File: config.mk
export PLATFORM = sky130hd
export DESIGN_NAME = cfb_filter_buffer_pointers
export DESIGN_NICKNAME = d
export VERILOG_FILES = /design/src/verilog/cfb_pkg.sv /design/src/verilog/cfb_filter_buffer_pointers.sv
export SDC_FILE = /design/constraint.sdc
export NUM_CORES = 1
export LEC_CHECK = 0
export ABC_CLOCK_PERIOD_IN_PS = 3600
export BUFFER_PORTS_ARGS = -buffer_cell sky130_fd_sc_hd__buf_4
export CAP_MARGIN = 20
export CORE_ASPECT_RATIO = 0.6
export CORE_MARGIN = 1
export CORE_UTILIZATION = 50
export CTS_CLUSTER_DIAMETER = 60
export DETAILED_ROUTE_END_ITERATION = 12
export PLACE_DENSITY = 0.75
export SETUP_SLACK_MARGIN = 0.5
export SKIP_CTS_REPAIR_TIMING = 1
export SYNTH_ARGS = -nofsm -noshare
export SYNTH_HDL_FRONTEND = slang
export SYNTH_SLANG_ARGS = --single-unit
File: constraint.sdc
create_clock -name ref_clk_i -period 3.6 [get_ports ref_clk_i]
set_input_delay 0 -clock ref_clk_i [delete_from_list [all_inputs] [get_ports ref_clk_i]]
set_output_delay 0 -clock ref_clk_i [all_outputs]
set_load 0.005 [all_outputs]
File: src/verilog/cfb_pkg.sv
// Package with register map, field layout and carrier types for the filter buffer pointers.
// Overview of operation
// - Filters 4-7 register, filter 7 top nibble.
// - Filter 6 destination in bits 11:8.
// - Filter 5 destination in bits 7:4.
// - Filter 4 destination in bits 3:0.
// - Filters 8-11 register, 11 top, 8 lowest.
// - Values 0-14 select that receive buffer.
package cfb_pkg;
  localparam int ADDR_W = 4;
  localparam int DATA_W = 16;
  localparam int FIELD_W = 4;
  localparam logic [ADDR_W-1:0] PTR_4_7_OFFSET = 4'h0;
  localparam logic [ADDR_W-1:0] PTR_8_11_OFFSET = 4'h2;
  localparam logic [DATA_W-1:0] PTR_RESET = 16'h0000;
  localparam logic [DATA_W-1:0] READ_UNMAPPED = 16'h0000;
  localparam logic [FIELD_W-1:0] DEST_FIFO_CODE = 4'hf;
  localparam int FIRST_FILTER = 4;
  localparam int FILTER_COUNT = 8;
  localparam int FILTER_SEL_W = 4;

  typedef struct packed {
    logic valid;
    logic [FILTER_SEL_W-1:0] filter;
  } cfb_hit_t;

  typedef struct packed {
    logic valid;
    logic to_fifo;
    logic [FIELD_W-1:0] buffer;
  } cfb_dest_t;
endpackage : cfb_pkg

File: src/verilog/cfb_filter_buffer_pointers.sv
// Destination pointer registers for acceptance filters 4 to 11 and the hit-to-buffer lookup.
//
// The implementer's own choices: the address map and strobed register access.
module cfb_filter_buffer_pointers (
  input wire logic ref_clk_i,
  input wire logic nrst_i,
  input wire logic [cfb_pkg::ADDR_W-1:0] addr_i,
  input wire logic [cfb_pkg::DATA_W-1:0] wdata_i,
  input wire logic wr_i,
  input wire logic rd_i,
  output logic [cfb_pkg::DATA_W-1:0] rdata_o,
  input wire cfb_pkg::cfb_hit_t hit_i,
  output cfb_pkg::cfb_dest_t dest_o
);
  import cfb_pkg::*;

  // Two sixteen-bit words hold eight four-bit destination fields, four per word.
  // Software writes a whole word at a time; there is no per-field write mask, so a
  // driver that wants to change one filter must read, merge and write back.
  // The lookup side turns a filter hit into a destination for the message store:
  // a field value below fifteen names a receive buffer, fifteen names the FIFO area.
  // The answer is registered, one cycle after the hit, so the store sees a clean
  // value even when software rewrites the field in the same cycle as the hit.
  // A hit in the cycle of a write still sees the old field; the new value applies
  // to hits from the next cycle on.
  // Hits outside the covered range give a zero destination with valid low.
  // The register port never stalls: writes land at the next edge, reads answer one later.

  // Filters held in each word.
  localparam int HALF = FILTER_COUNT / 2;

  // Pointer word storage.
  logic [DATA_W-1:0] ptr_4_7_reg;
  logic [DATA_W-1:0] ptr_4_7_next;
  logic [DATA_W-1:0] ptr_8_11_reg;
  logic [DATA_W-1:0] ptr_8_11_next;

  // Address decode of the register port.
  logic sel_4_7;
  logic sel_8_11;
  logic wr_4_7;
  logic wr_8_11;
  logic rd_4_7;
  logic rd_8_11;

  // Read data path.
  logic [DATA_W-1:0] rdata_reg;
  logic [DATA_W-1:0] rdata_next;

  // Hit lookup path.
  logic [FIELD_W-1:0] field [FILTER_COUNT];
  logic [FILTER_COUNT-1:0] hit_onehot;
  logic hit_low_ok;
  logic hit_high_ok;
  logic hit_take;
  logic [FILTER_SEL_W-1:0] hit_offset;
  logic [FIELD_W-1:0] hit_field;
  cfb_dest_t dest_reg;
  cfb_dest_t dest_next;

  // An address that matches neither word selects nothing, so writes there are dropped
  // and reads there return zero.
  always_comb
  begin
    sel_4_7 = (addr_i == PTR_4_7_OFFSET);
    sel_8_11 = (addr_i == PTR_8_11_OFFSET);
    wr_4_7 = wr_i && sel_4_7;
    wr_8_11 = wr_i && sel_8_11;
    rd_4_7 = rd_i && sel_4_7;
    rd_8_11 = rd_i && sel_8_11;
  end

  // Only hits for filters 4 to 11 are answered; lower and higher filters belong to
  // other logic and must not disturb the destination seen by the message store.
  always_comb
  begin
    hit_low_ok = (hit_i.filter >= FILTER_SEL_W'(FIRST_FILTER));
    hit_high_ok = (hit_i.filter < FILTER_SEL_W'(FIRST_FILTER + FILTER_COUNT));
    hit_take = hit_i.valid && hit_low_ok && hit_high_ok;
    hit_offset = hit_i.filter - FILTER_SEL_W'(FIRST_FILTER);
  end

  // Nibble n of each word belongs to the n-th filter of that word, counted upward.
  // Filter 7 and filter 11 therefore sit in the top nibble of their word.
  // Each filter also gets its own select line, so the field mux stays a flat OR.
  genvar g;
  generate
    for (g = 0; g < HALF; g++)
    begin : g_field
      assign field[g] = ptr_4_7_reg[g*FIELD_W +: FIELD_W];
      assign field[g + HALF] = ptr_8_11_reg[g*FIELD_W +: FIELD_W];
      assign hit_onehot[g] = hit_take && (hit_offset == FILTER_SEL_W'(g));
      assign hit_onehot[g + HALF] = hit_take && (hit_offset == FILTER_SEL_W'(g + HALF));
    end
  endgenerate

  // All sixteen bits of each word are writable; a write takes effect at the next edge.
  // Both strobes are never high together, so the write path ignores the read strobe.
  always_comb
  begin
    ptr_4_7_next = ptr_4_7_reg;
    ptr_8_11_next = ptr_8_11_reg;
    if (wr_4_7)
    begin
      ptr_4_7_next = wdata_i;
    end
    if (wr_8_11)
    begin
      ptr_8_11_next = wdata_i;
    end
  end

  // Every field clears to zero, which sends all eight filters to receive buffer 0
  // until software sets them up.
  always_ff @(posedge ref_clk_i)
  begin
    if (!nrst_i)
    begin
      ptr_4_7_reg <= PTR_RESET;
    end
    else
    begin
      ptr_4_7_reg <= ptr_4_7_next;
    end
  end

  always_ff @(posedge ref_clk_i)
  begin
    if (!nrst_i)
    begin
      ptr_8_11_reg <= PTR_RESET;
    end
    else
    begin
      ptr_8_11_reg <= ptr_8_11_next;
    end
  end

  // Read data stand for one cycle and fall back to zero, so the port can be OR-ed
  // with other slaves on a shared read bus.
  // Both selects high at once cannot happen and falls to the default.
  always_comb
  begin
    case ({rd_8_11, rd_4_7})
      2'b01:
      begin
        rdata_next = ptr_4_7_reg;
      end
      2'b10:
      begin
        rdata_next = ptr_8_11_reg;
      end
      default:
      begin
        rdata_next = READ_UNMAPPED;
      end
    endcase
  end

  // Reset also drops a read in flight, so a read issued during reset returns zero.
  always_ff @(posedge ref_clk_i)
  begin
    if (!nrst_i)
    begin
      rdata_reg <= READ_UNMAPPED;
    end
    else
    begin
      rdata_reg <= rdata_next;
    end
  end

  // At most one select line is high, so OR-ing the masked fields picks one field.
  always_comb
  begin
    hit_field = '0;
    for (int i = 0; i < FILTER_COUNT; i++)
    begin
      if (hit_onehot[i])
      begin
        hit_field = hit_field | field[i];
      end
    end
  end

  // The buffer field keeps the raw code even for the FIFO case, so the store can
  // tell the two apart by the flag alone and still log the code it was given.
  always_comb
  begin
    dest_next = '0;
    if (hit_take)
    begin
      dest_next.valid = 1'b1;
      case (hit_field)
        DEST_FIFO_CODE:
        begin
          dest_next.to_fifo = 1'b1;
          dest_next.buffer = hit_field;
        end
        default:
        begin
          dest_next.to_fifo = 1'b0;
          dest_next.buffer = hit_field;
        end
      endcase
    end
  end

  // A hit that arrives while reset holds is lost; the filter logic must wait for release.
  always_ff @(posedge ref_clk_i)
  begin
    if (!nrst_i)
    begin
      dest_reg <= '0;
    end
    else
    begin
      dest_reg <= dest_next;
    end
  end

  // Outputs come straight from the registers, so the store never sees decode glitches.
  assign rdata_o = rdata_reg;
  assign dest_o = dest_reg;
endmodule : cfb_filter_buffer_pointers

# --- Word level (Yosys, flattened, before mapping) ---
# Cells that the tools add are included.
# W data, S select, Z words.
totals:
  output_inout_bits: 22
  reg_bits: 54
  word_cells: 55
  in_bits: 29
classes:
  mux: 11
  eq_ne: 11
  bitwise: 7
  order_cmp: 2
  add_sub_neg: 1
  reduce_logical: 17
op_table:
  columns: ["op", "count"]
  rows:
  - ["$mux W4", 8]
  - ["$pmux W16 S2", 1]
  - ["$or A4 B4 Y4", 7]
  - ["$eq A4 B3 Y1 const B", 4]
  - ["$logic_and A1 B1 Y1", 14]
  - ["$eq A4 B2 Y1 const B", 3]
  - ["$logic_not A4 Y1", 2]
  - ["$mux W6", 1]
  - ["$mux W5", 1]
  - ["$eq A4 B1 Y1 const B", 1]
  - ["$eq A4 B4 Y1 const B", 1]
  - ["$ge A4 B3 Y1 const B", 1]
  - ["$lt A4 B4 Y1 const B", 1]
  - ["$sub A4 B3 Y4 const B", 1]
  - ["$eq A2 B1 Y1 const B", 1]
  - ["$eq A2 B2 Y1 const B", 1]
  - ["$reduce_and A2 Y1", 1]

# --- Longest topological paths before layout ---
# Gate-level depths: netlist of the first run.
depth:
  ltp_word: 22
  ltp_mapped: 9
  ltp_nobuf: 7

# --- Worst setup path before layout of the first run ---
# No wires, ideal clock.
synth_timing:
  path_kind: "in2reg"
  start: "input port addr_i[0] (netlist name)"
  end: "register rdata_reg[10] (netlist: rdata_o[10])"
  setup_slack_ps: 2191
  arrival_ps: 1281
  stages: 7
  n_path_buf: 2
  required_time_ps: 3472
  setup_time_ps: 128
  path_cell_list: "nor3_2 > nand3_1 > ha_1 > nand2b_1 > clkbuf_1 > clkbuf_1 > nor2_1"
synth_via:
  elab_chain_cells: 4
  elab_cells_between_ends: 7
  cone_classes: "3 x eq/ne; 1 x mux; 3 x reduce/logical"
synth_rtl:
  columns: ["item", "line", "source"]
  rows:
  - ["start: declaration", "cfb_filter_buffer_pointers.sv:7", "input wire logic [cfb_pkg::ADDR_W-1:0] addr_i,"]
  - ["$eq A4 B2 Y1 or $logic_not A4 Y1 (tied branches)", "cfb_filter_buffer_pointers.sv:66, cfb_filter_buffer_pointers.sv:65", null]
  - ["$logic_and A1 B1 Y1, on equally long branches", "cfb_filter_buffer_pointers.sv:70, cfb_filter_buffer_pointers.sv:69", null]
  - ["$eq A2 B2 Y1 or $eq A2 B1 Y1 (tied branches)", "cfb_filter_buffer_pointers.sv:144", "case ({rd_8_11, rd_4_7})"]
  - ["$pmux W16 S2 *", "cfb_filter_buffer_pointers.sv:144", null]
  - ["end signal: assignment", "cfb_filter_buffer_pointers.sv:169", "rdata_reg <= rdata_next;"]
  - ["end: declaration", "cfb_filter_buffer_pointers.sv:47", "logic [DATA_W-1:0] rdata_reg;"]
# Every way passes the cells marked *; elsewhere a longest branch is shown, timed or not.
# A chain may end at the register's enable or synchronous reset.

# --- Final worst setup path of the first run ---
layout_timing:
  start: "register ptr_8_11_reg[14]"
  end: "register dest_reg, in the netlist dest_o[4]"
layout_via:
  elab_chain_cells: 4
layout_rtl:
  columns: ["item", "line", "source"]
  rows:
  - ["start: declaration", "cfb_filter_buffer_pointers.sv:35", "logic [DATA_W-1:0] ptr_8_11_reg;"]
  - ["start signal: assignment", "cfb_filter_buffer_pointers.sv:135", "ptr_8_11_reg <= ptr_8_11_next;"]
  - ["$or A4 B4 Y4", "cfb_filter_buffer_pointers.sv:181", "hit_field = hit_field | field[i];"]
  - ["$mux W4", "cfb_filter_buffer_pointers.sv:179", "if (hit_onehot[i])"]
  - ["$eq A4 B4 Y1", "cfb_filter_buffer_pointers.sv:194", "case (hit_field)"]
  - ["$mux W5", "cfb_filter_buffer_pointers.sv:194", null]
  - ["end signal: assignment", "cfb_filter_buffer_pointers.sv:218", "dest_reg <= dest_next;"]
  - ["end: declaration", "cfb_filter_buffer_pointers.sv:58", "cfb_dest_t dest_reg;"]
# Every way passes these cells.

==> summary.md, run 1 <==
| Metric | Value |
|---|---|
| Final setup violating endpoints | 0 |
| Synth top area cells | dfxtp_1 48%, nand2_1 12%, a22oi_1 6.0% |
| Crit end category | flop |
| Status | completed |
| Top_reg_cell synth | dfxtp_1 |
| Final wirelength | ~5.4 mm |
| Final Non-Filler Cells | about 370 |
| Die area | 0.004780 sq mm |
| Drt first-iter violations | 116 |
| Peak Freq | 690.7 MHz |
| Initial antenna violation count | 0 |
| Largest net degree at the start of global routing | 35 |
| 1st-pass router iterations | 5 |
| H-Tree Level Count | 2 |
| Layout cells sized above 1 | about a fifth |
| Met2 wire length | 2.395 mm |
| Rows | 18 |
| Number of global-route vias before repair | about 1,700 |
| Starting Density | 53.42% |
| Setup TNS | 0 ns |
| Clk_lat worst skew | 0.31 ns |
| Num CTS Buffers | 5 |
| Placer Congestion | 0.8615 |
| GR Util All Layers | 24.44% |
| Util after Layout | 69.25% |
| Worst Path Arrival | 1.63 ns |
| Reg2reg start | ptr_8_11_reg[14]$_SDFFE_PN0P_ |
| Distinct cells, synth | 34 |
| First-pass GRT wire length | 8.493 mm |
| WP buf/inv | 0 |
| Post-Layout Inst Area | 0.002917 sq mm |
| #FFs+latches synth | 54 |
| Crit path kind | flop to flop |
| Clock transition at path regs | 0.09 ns |
| Max layer used | met4 |
| Share of flip-flops with an asynchronous set or reset | 0% |
| N_diodes | 0 |
| Reg2Reg Setup Slack | 2.15 ns |
| Sequential cell area fraction in the yosys report | 48.05% |
| Pleak | 1.110 nW |
| Hold Crit Class | input pin to flop |
| CTS max path bufs | 2 |
| Leading cell types in the layout, fill and taps excluded | 69 x nand2_1, 54 x dfxtp_1, 50 x buf_4 |
| Most common library cell in the layout ignoring fill and taps | nand2_1 |
| Mapped Nets | around 280 |
| # port buffers | 50 |
| CTS tree | yes |
| Routed vias/inst | 5.399 |
| Placed Instances | 344 |
| Post-DP Area | 0.002614 sq mm |
| Synth-to-Final Area Change | 29.64% |
| Average size of a mapped cell | 8.963 sq um |
| Worst VDD drop | 241.1 uV |
| Slew margin rel. | 47.92% |
| Crit-path max FO | 3 |
| WL met1 | approximately 2.6 mm |
| Critical path's top delay family | multiplexers |
| Yosys warns | 0 |
| Slowest stage cell on the critical path | mux4_2 |
| DIE HEIGHT | 53.96 um |
| Die Span X | a little under 90 um |
| CP Cell Sequence | mux4_2 > nand3_1 > o21ai_1 > a31oi_1 > nor4b_2 |
| Post-Synthesis Cell Area | 0.002250 sq mm |
| Antenna Nets Post-Route | 0 |
| Detailed-route via count | slightly below 2,000 |
| Minimum clock period | 1.448 ns |
| Worst hold path depth | 3 |
| Worst r2r dst | dest_o[4]$_SDFF_PN0_ |
| Average wire per standard cell | 14.78 um |
| Fin. Hold Viols | 0 |
| Setup crit start kind | flop |
| Hold endpoint | dest_o[0]$_SDFF_PN0_ |
| EDFF count, synth | 0 |
| Pwr Density | 403.6 mW/mm^2 |
| Core box area | 0.004212 sq mm |
| Routed wl met3 | around 400 um |
| Clock skew | between 0.002 and 0.003 ns |
| Cells after Synth | 251 |
| Fin crit share | 40.22% |
| Worst Min Path Start | hit_i[4] |
| # Max-Cap Violations | 0 |
| CP max stage delay | 0.47 ns |
| Clock Sinks | between 50 and 60 |
| RSZ-0062 raised after global routing | no |
| Final WS setup | 2.152 ns |
| R2R cell count | 5 |
| Synth top area share | 48.05% |
| Nets | 338 |
| Worst path required time | 3.79 ns |
| IO Pins | between 50 and 60 |
| Dpl ws | a little under 2 ns |
| CTS root buffer | clkbuf_8 |
| Hpwl dp | around 3.5 mm |
| Total grt overflow | 0 |
| Post-synth top area cell | dfxtp_1 |
| Drc violations | 0 |
| Final Max Tran Viols | 0 |
| Slew @ Worst Pin | 0.7803 ns |
-- layout make-up --
cell class	count	area [sq um]
clock inverters	2	60.06
repair buffers	66	535.5
inverters	4	15.01
flip-flops and latches	54	1081
well taps	60	75.07
clock buffers	6	82.58
multi-input cells	176	1067
fillers	365	1295
-- report_power, final --
part	leakage, nW	switching (mW)	internal, mW
sequential	0.436	0.00397	0.602
clock	0.0714	0.189	0.296
combinational	0.603	0.0391	0.0469
total	1.11	0.232	0.945
-- how the worst max path moves through the flow --
stage                                        from                     end  slack, ns  cells after the start
floorplan                               addr_i[0]  rdata_o[10]$_SDFF_PN0_       2.19                      7
global placement                        addr_i[0]   rdata_o[4]$_SDFF_PN0_       2.01                      6
detailed placement                      addr_i[0]  rdata_o[15]$_SDFF_PN0_       1.98                      6
CTS                 ptr_8_11_reg[14]$_SDFFE_PN0P_    dest_o[4]$_SDFF_PN0_       2.15                      5
global route        ptr_8_11_reg[14]$_SDFFE_PN0P_    dest_o[4]$_SDFF_PN0_       2.05                      5
finish              ptr_8_11_reg[14]$_SDFFE_PN0P_    dest_o[4]$_SDFF_PN0_       2.15                      5
-- worst reg2reg max path, stage by stage (launching register included) --
cell	delay (ns)
dfxtp_1	0.35
mux4_2	0.47
nand3_1	0.09
o21ai_1	0.06
a31oi_1	0.27
nor4b_2	0.09
-- per-stage QoR --
step	power, mW	hold slack, ns
3_3_place_gp	0.6902	0.2603
4_1_cts	1.173	-0.07101
5_1_grt	1.215	0.04793
2_1_floorplan	0.6529	0.1348
3_5_place_dp	0.6910	0.2644
6_report	1.177	0.02815
-- cells in the mapped netlist, types with 3 or more instances --
library cell,instances
a21boi_0,17
a21boi_1,15
a22oi_1,18
buf_2,3
buf_4,3
clkbuf_1,9
dfxtp_1,54
inv_1,4
mux2i_1,8
nand2_1,69
nand3_1,4
nor2_1,20
-- cells by family (layout without fill, tap and decap cells) --
kind of cell / Yosys count / in the layout / share of synthesized area, %
compound gates: 58 / 58 / 19.41
fa+ha+maj: 2 / 2 / 1.112
buf+inv: 21 / 78 / 4.504
flops: 54 / 54 / 48.05
mux: 11 / 11 / 6.897
simple gates: 105 / 105 / 20.02
-- routing by layer --
layer | vias up | global-route usage (%)
li1 | 967 | -
met1 | 928 | 35.54
met4 | 0 | 6.989
met2 | 82 | 36.03
met5 | - | 0
met3 | 10 | 5.828
(Power assumes the default switching activity.)
==> run 2: changes to the inputs <==
ABC_CLOCK_PERIOD_IN_PS = 1300   (was 3600)
CORE_UTILIZATION = 48   (was 50)
clock period = 1.3 ns   (was 3.6 ns; I/O delays follow)
==> run 2 against run 1 <==
The flow now finishes with violations (negative hold slack, negative setup slack). Total power rose by 150%. Via count is 12% higher. Clock skew increased by 0.0013 ns. Flip-flop and latch count unchanged. Sequential power grew to 2.8 times the previous value. Wire length is 25% higher. Non-clock buffer count rose by 29. Clock power increased by 91%. Critical endpoint unchanged. Setup slack worse by 2.2 ns. Sequential share of layout area down 6.2 points. Final cell count is 7.6% higher.
==> summary.md, run 2 (synthesis results as in run 1) <==
| Metric | Value |
|---|---|
| Minimum clock period | 1.314 ns (-0.1334 ns) |
| CP Cell Sequence | mux4_2 > nand3_2 > o21ai_2 > a31oi_2 > nor4b_2 |
| R2R cell count | 5 (unchanged) |
| Drt first-iter violations | 128 (+10%) |
| Crit path kind | flop to flop |
| H-Tree Level Count | 2 (unchanged) |
| Peak Freq | 760.8 MHz (+10%) |
| Slowest stage cell on the critical path | mux4_2 |
| Synth-to-Final Area Change | 57.45% |
| Fin. Hold Viols | 1 (+1) |
| Failing checks | negative hold slack, negative setup slack |
| 1st-pass router iterations | 5 (unchanged) |
| Largest net degree at the start of global routing | 21 (-40%) |
| Detailed-route via count | 2,221 (+12%) |
| Clk_lat worst skew | 0.31 ns (about the same) |
| # port buffers | 50 (unchanged) |
| Initial antenna violation count | 0 (unchanged) |
| Number of global-route vias before repair | 1,785 (+3.1%) |
| Drc violations | 0 (unchanged) |
| Placer Congestion | 0.8163 (-5.2%) |
| Final wirelength | 6.823 mm (+25%) |
| Total grt overflow | 0 (unchanged) |
| Clock transition at path regs | 0.09 ns (about the same) |
| Average wire per standard cell | 17.23 um (+17%) |
| Routed vias/inst | 5.609 (+3.9%) |
| Setup crit start kind | flop |
| Layout cells sized above 1 | 51.19% (+30 points) |
| RSZ-0062 raised after global routing | yes |
| Leading cell types in the layout, fill and taps excluded | 68 x buf_4, 49 x nand2_1, 43 x dfxtp_1 |
| CTS tree | yes |
| # Max-Cap Violations | 0 (unchanged) |
| Die area | 0.004974 sq mm (+4.0%) |
| DIE HEIGHT | 55.03 um (+2.0%) |
| Pleak | 1.338 nW (+21%) |
| WP buf/inv | 0 (unchanged) |
| CTS root buffer | clkbuf_8 |
| Num CTS Buffers | 5 (unchanged) |
| Final WS setup | -0.01448 ns (-2.167 ns) |
| Clock Sinks | 54 (unchanged) |
| Hpwl dp | 3.942 mm (+11%) |
| Pwr Total | 2.935 mW (+150%) |
| First-pass GRT wire length | 8.866 mm (+4.4%) |
| Worst Path Arrival | 1.51 ns (-0.12 ns) |
| Worst VDD drop | 495.2 uV (+110%) |
| Crit path depth | 5 (unchanged) |
| Final Max Tran Viols | 0 (unchanged) |
| Crit-path max FO | 2 (-1) |
| WHS | -0.00005382 ns (-0.02820 ns) |
| Pwr Density | 828.6 mW/mm^2 (+110%) |
| Nets | 368 (+8.9%) |
| N_diodes | 0 (unchanged) |
| Critical path's top delay family | multiplexers |
| Slew margin rel. | 81.12% (+33 points) |
| Worst path required time | 1.49 ns (-2.30 ns) |
| Starting Density | 52.30% (-1.1 points) |
| Most common library cell in the layout ignoring fill and taps | buf_4 |
| IO Pins | 51 (unchanged) |
| Fin crit share | 101.1% (+61 points) |
| CTS max path bufs | 2 (unchanged) |
| CP max stage delay | 0.48 ns (about the same) |
| Antenna Nets Post-Route | 0 (unchanged) |
| Post-Layout Inst Area | 0.003542 sq mm (+21%) |
| Status | finished, violations left |
| Post-DP Area | 0.002887 sq mm (+10%) |
| Die Span X | 90.38 um (+2.0%) |
| Worst hold path depth | 3 (unchanged) |
| Final setup violating endpoints | 2 (+2) |
| Core box area | 0.004302 sq mm (+2.1%) |
| Hold Crit Class | input pin to flop |
| Rows | 18 (unchanged) |
| GR Util All Layers | 23.86% (-0.58 points) |
| Crit end category | flop |
| Slew @ Worst Pin | 0.2832 ns (-0.4971 ns) |
| Clock skew | 0.003961 ns (+0.001339 ns) |
[run 2: cell count changes in the layout (fill, tap and decap cells not counted), moves of 9 or more]
| cell | delta |
|---|---|
| nand2_4 | +12 |
| dfxtp_1 | -11 |
| a22oi_1 | -14 |
| nor2_1 | -13 |
| a21boi_0 | -17 |
| dfxtp_2 | +11 |
| buf_4 | +18 |
| nand2_1 | -20 |
| nor2_2 | +11 |
| a22oi_2 | +14 |
| a21boi_2 | +9 |
[run 2: final timing paths]
path | start | end | slack (ns)
worst max-delay path | ptr_8_11_reg[14]$_SDFFE_PN0P_ | dest_o[4]$_SDFF_PN0_ | -0.01
worst min-delay path | hit_i[4] | dest_o[0]$_SDFF_PN0_ | -0.00005
worst max register to register | ptr_8_11_reg[14]$_SDFFE_PN0P_ | dest_o[4]$_SDFF_PN0_ | -0.01
worst min register to register | ptr_8_11_reg[13]$_SDFFE_PN0P_ | ptr_8_11_reg[13]$_SDFFE_PN0P_ | 0.48
[run 2: cell type report]
| cell class | count | area, sq um |
|---|---|---|
| Fill cell | 254 | 759.5 |
| Sequential cell | 54 | 1095 |
| Inverter | 4 | 15.01 |
| Timing Repair Buffer | 95 | 857.1 |
| Tap cell | 60 | 75.07 |
| Clock buffer | 6 | 82.58 |
| Multi-Input combinational cell | 177 | 1418 |
[run 2: power breakdown]
part           switching (mW)  total [mW]  leakage, nW  internal [mW]
logic                   0.149       0.328        0.853          0.180
registers              0.0138        1.68        0.441           1.67
clock network           0.514       0.926       0.0431          0.412
total                   0.676        2.94         1.34           2.26
[run 2: worst min-delay path: cells and delay by family]
family        cells  cell delay (ns)
buf+inv           1             0.15
simple gates      2             0.12
[run 2: per-stage QoR]
step                      util (%)  worst slack [ns]  TNS [ns]  instances
after detailed placement     67.10          -0.03624   -0.1831        366
after floorplan                  -           0.04055         0        251
after global routing         82.34          -0.04971  -0.09979        396
after global placement       67.10          -0.01456  -0.01752        366
after CTS                    69.02          -0.05150  -0.09258        372
final                        82.34          -0.01448  -0.01779        396
[run 2: routing by layer]
layer | global-route usage, % | wire length [um] | up-vias
met2 | 39.69 | 3097 | 112
met4 | 5.645 | 105 | 0
met1 | 32.35 | 3024 | 1065
met5 | 0 | 0 | -
li1 | - | - | 1028
met3 | 5.464 | 597 | 16
==> run 3: changes to the inputs <==
CORE_ASPECT_RATIO = 1.25   (was 0.6)
SKIP_CTS_REPAIR_TIMING = default   (was 1)
==> run 3 against run 2 <==
The run ends with negative setup slack left. Flip-flop and latch count is the same. Wire length grew 10%. Register-to-register slack is essentially flat. Setup slack lost 0.014 ns. Critical path depth shrank 1. Non-clock buffer count grew 1. First-iteration DRC count grew 46%. Sequential share of layout area shrank 0.84 points. Clock skew grew 0.0027 ns. Sequential power is essentially flat. Total power grew 1.7%. Critical endpoint unchanged. Largest cell class unchanged.
==> summary.md, run 3 (synthesis results as in run 1) <==
| Metric | Value |
|---|---|
| Fin crit share | 102.2% (+1.1 points) |
| Die area | 0.004966 sq mm (-0.15%) |
| Hold Crit Class | input pin to flop |
| Hpwl dp | 3.791 mm (-3.8%) |
| Setup TNS | -0.06377 ns (-0.04598 ns) |
| N_diodes | 0 (unchanged) |
| H-Tree Level Count | 2 (unchanged) |
| Reg2reg start | ptr_4_7_reg[12]$_SDFFE_PN0P_ |
| Peak Freq | 752.5 MHz (-1.1%) |
| Routed vias/inst | 5.718 (+1.9%) |
| # port buffers | 50 (unchanged) |
| Average wire per standard cell | 18.94 um (+10%) |
| Failing checks | negative setup slack |
| Hold endpoint | dest_o[4]$_SDFF_PN0_ |
| Slew margin rel. | 80.59% (-0.53 points) |
| RSZ-0062 raised after global routing | yes |
| Register area | 0.001100 sq mm (+0.46%) |
| CP max stage delay | 0.49 ns (about the same) |
| DIE HEIGHT | 78.54 um (+43%) |
| Drc violations | 0 (unchanged) |
| Largest net degree at the start of global routing | 24 (+14%) |
| Layout cells sized above 1 | 58.70% (+7.5 points) |
| Detailed-route via count | 2,270 (+2.2%) |
| Core box area | 0.004459 sq mm (+3.7%) |
| Util after Layout | 82.01% (-0.33 points) |
| First-pass GRT wire length | 10.16 mm (+15%) |
| GR Util All Layers | 26.79% (+2.9 points) |
| Reg2Reg Setup Slack | -0.03 ns (about the same) |
| Clock Sinks | 54 (unchanged) |
| Total grt overflow | 0 (unchanged) |
| Pwr Density | 816.2 mW/mm^2 (-1.5%) |
| Area of the multi-input gates | 0.001511 sq mm (+6.6%) |
| # Max-Cap Violations | 0 (unchanged) |
| WP buf/inv | 0 (unchanged) |
| CTS max path bufs | 2 (unchanged) |
| Synth-to-Final Area Change | 62.57% |
| Clock transition at path regs | 0.09 ns (about the same) |
| Slowest stage cell on the critical path | mux4_2 |
| Initial antenna violation count | 0 (unchanged) |
| Crit path kind | flop to flop |
| Rows | 27 (+9) |
| R2R cell count | 4 (-1) |
| Fin. Hold Viols | 0 (-1) |
| Crit end category | flop |
| Worst r2r dst | dest_o[4]$_SDFF_PN0_ |
| Placer Congestion | 0.8969 (+9.9%) |
| CP Cell Sequence | mux4_2 > a22o_1 > nand2_2 > nor4b_2 |
| Drt first-iter violations | 187 (+46%) |
| Final setup violating endpoints | 3 (+1) |
| Worst hold path depth | 3 (unchanged) |
| Final WS setup | -0.02891 ns (-0.01443 ns) |
| Post-DP Area | 0.002864 sq mm (-0.78%) |
| Worst path required time | 1.49 ns (about the same) |
| Crit-path max FO | 2 (unchanged) |
| Worst Min Path Start | hit_i[4] |
| Starting Density | 50.45% (-1.8 points) |
| Filler Cell Count | 266 (+4.7%) |
| Pleak | 1.471 nW (+10%) |
| Worst VDD drop | 604.0 uV (+22%) |
| Final wirelength | 7.521 mm (+10%) |
| Clock skew | 0.006692 ns (+0.002731 ns) |
| Setup crit start kind | flop |
| Final Max Tran Viols | 0 (unchanged) |
| Antenna Nets Post-Route | 0 (unchanged) |
| Post-Layout Inst Area | 0.003657 sq mm (+3.2%) |
| CTS tree | yes |
| Clk_lat worst skew | 0.30 ns (about the same) |
| Pwr Total | 2.985 mW (+1.7%) |
| Number of global-route vias before repair | 2,139 (+20%) |
| Die Span X | 63.23 um (-30%) |
| Num CTS Buffers | 5 (unchanged) |
| 1st-pass router iterations | 4 (-1) |
| CTS root buffer | clkbuf_8 |
| Most common library cell in the layout ignoring fill and taps | buf_4 |
| Minimum clock period | 1.329 ns (+0.01443 ns) |
| Slew @ Worst Pin | 0.2911 ns (+0.007894 ns) |
| Nets | 369 (+0.27%) |
| Status | finished, violations left |
| IO Pins | 51 (unchanged) |
| Worst Path Arrival | 1.52 ns (about the same) |
| Critical path's top delay family | multiplexers |
| Leading cell types in the layout, fill and taps excluded | 67 x buf_4, 39 x dfxtp_1, 35 x nand2_1 |
-- run 3: what timing repair did --
action,in CTS,in global routing
hold buffers,16,0
gates resized for setup,36,101
endpoints found under the setup margin,38,52
cloned,1,2
endpoints found under the hold margin,32,0
buffers inserted,5,2
pin swaps,19,53
-- run 3: metrics by stage --
step           cells  setup slack (ns)  hold WS (ns)
3_3_place_gp     363         -0.007812        0.2618
6_report         397          -0.02891       0.02240
5_1_grt          397          -0.08635       0.02606
4_1_cts          393          -0.02737      0.004394
3_5_place_dp     363          -0.04298        0.2586
2_1_floorplan    251           0.04055        0.1317
-- run 3: worst max-delay path by stage --
stage / to / cells after the start / start / slack [ns]
6_report: dest_o[4]$_SDFF_PN0_ / 4 / ptr_4_7_reg[12]$_SDFFE_PN0P_ / -0.03
5_1_grt: dest_o[4]$_SDFF_PN0_ / 5 / ptr_8_11_reg[2]$_SDFFE_PN0P_ / -0.09
4_1_cts: dest_o[4]$_SDFF_PN0_ / 5 / ptr_8_11_reg[14]$_SDFFE_PN0P_ / -0.03
3_5_place_dp: rdata_o[15]$_SDFF_PN0_ / 8 / addr_i[2] / -0.04
3_3_place_gp: rdata_o[2]$_SDFF_PN0_ / 8 / addr_i[2] / -0.008
2_1_floorplan: rdata_o[10]$_SDFF_PN0_ / 8 / addr_i[2] / 0.04
-- run 3: final cells by class --
cell class                 count  share of cell area, %
sequential                    54                  30.07
timing repair buffer          96                  23.71
tap                           58                  1.984
inverter                       4                 0.4105
clock inverter                 1                 0.1368
clock buffer                   7                  2.361
multi-input combinational    177                  41.33
-- run 3: worst min-delay path, cell delays in order --
cell,delay [ns]
buf_4,0.15
nand2_2,0.09
nor4b_2,0.04
-- run 3: report_power, final --
part	internal, mW	switching (mW)	leakage (nW)
clock	0.431	0.521	0.0482
sequential	1.67	0.0128	0.443
combinational	0.184	0.168	0.980
total	2.28	0.702	1.47
-- run 3: layer usage --
layer	track usage, %	part of all wire, %	up-vias
met5	0	0	-
met4	11.82	3.5	0
met3	3.198	7.3	24
met2	46.02	52	121
met1	33.42	37	1091
li1	-	-	1034
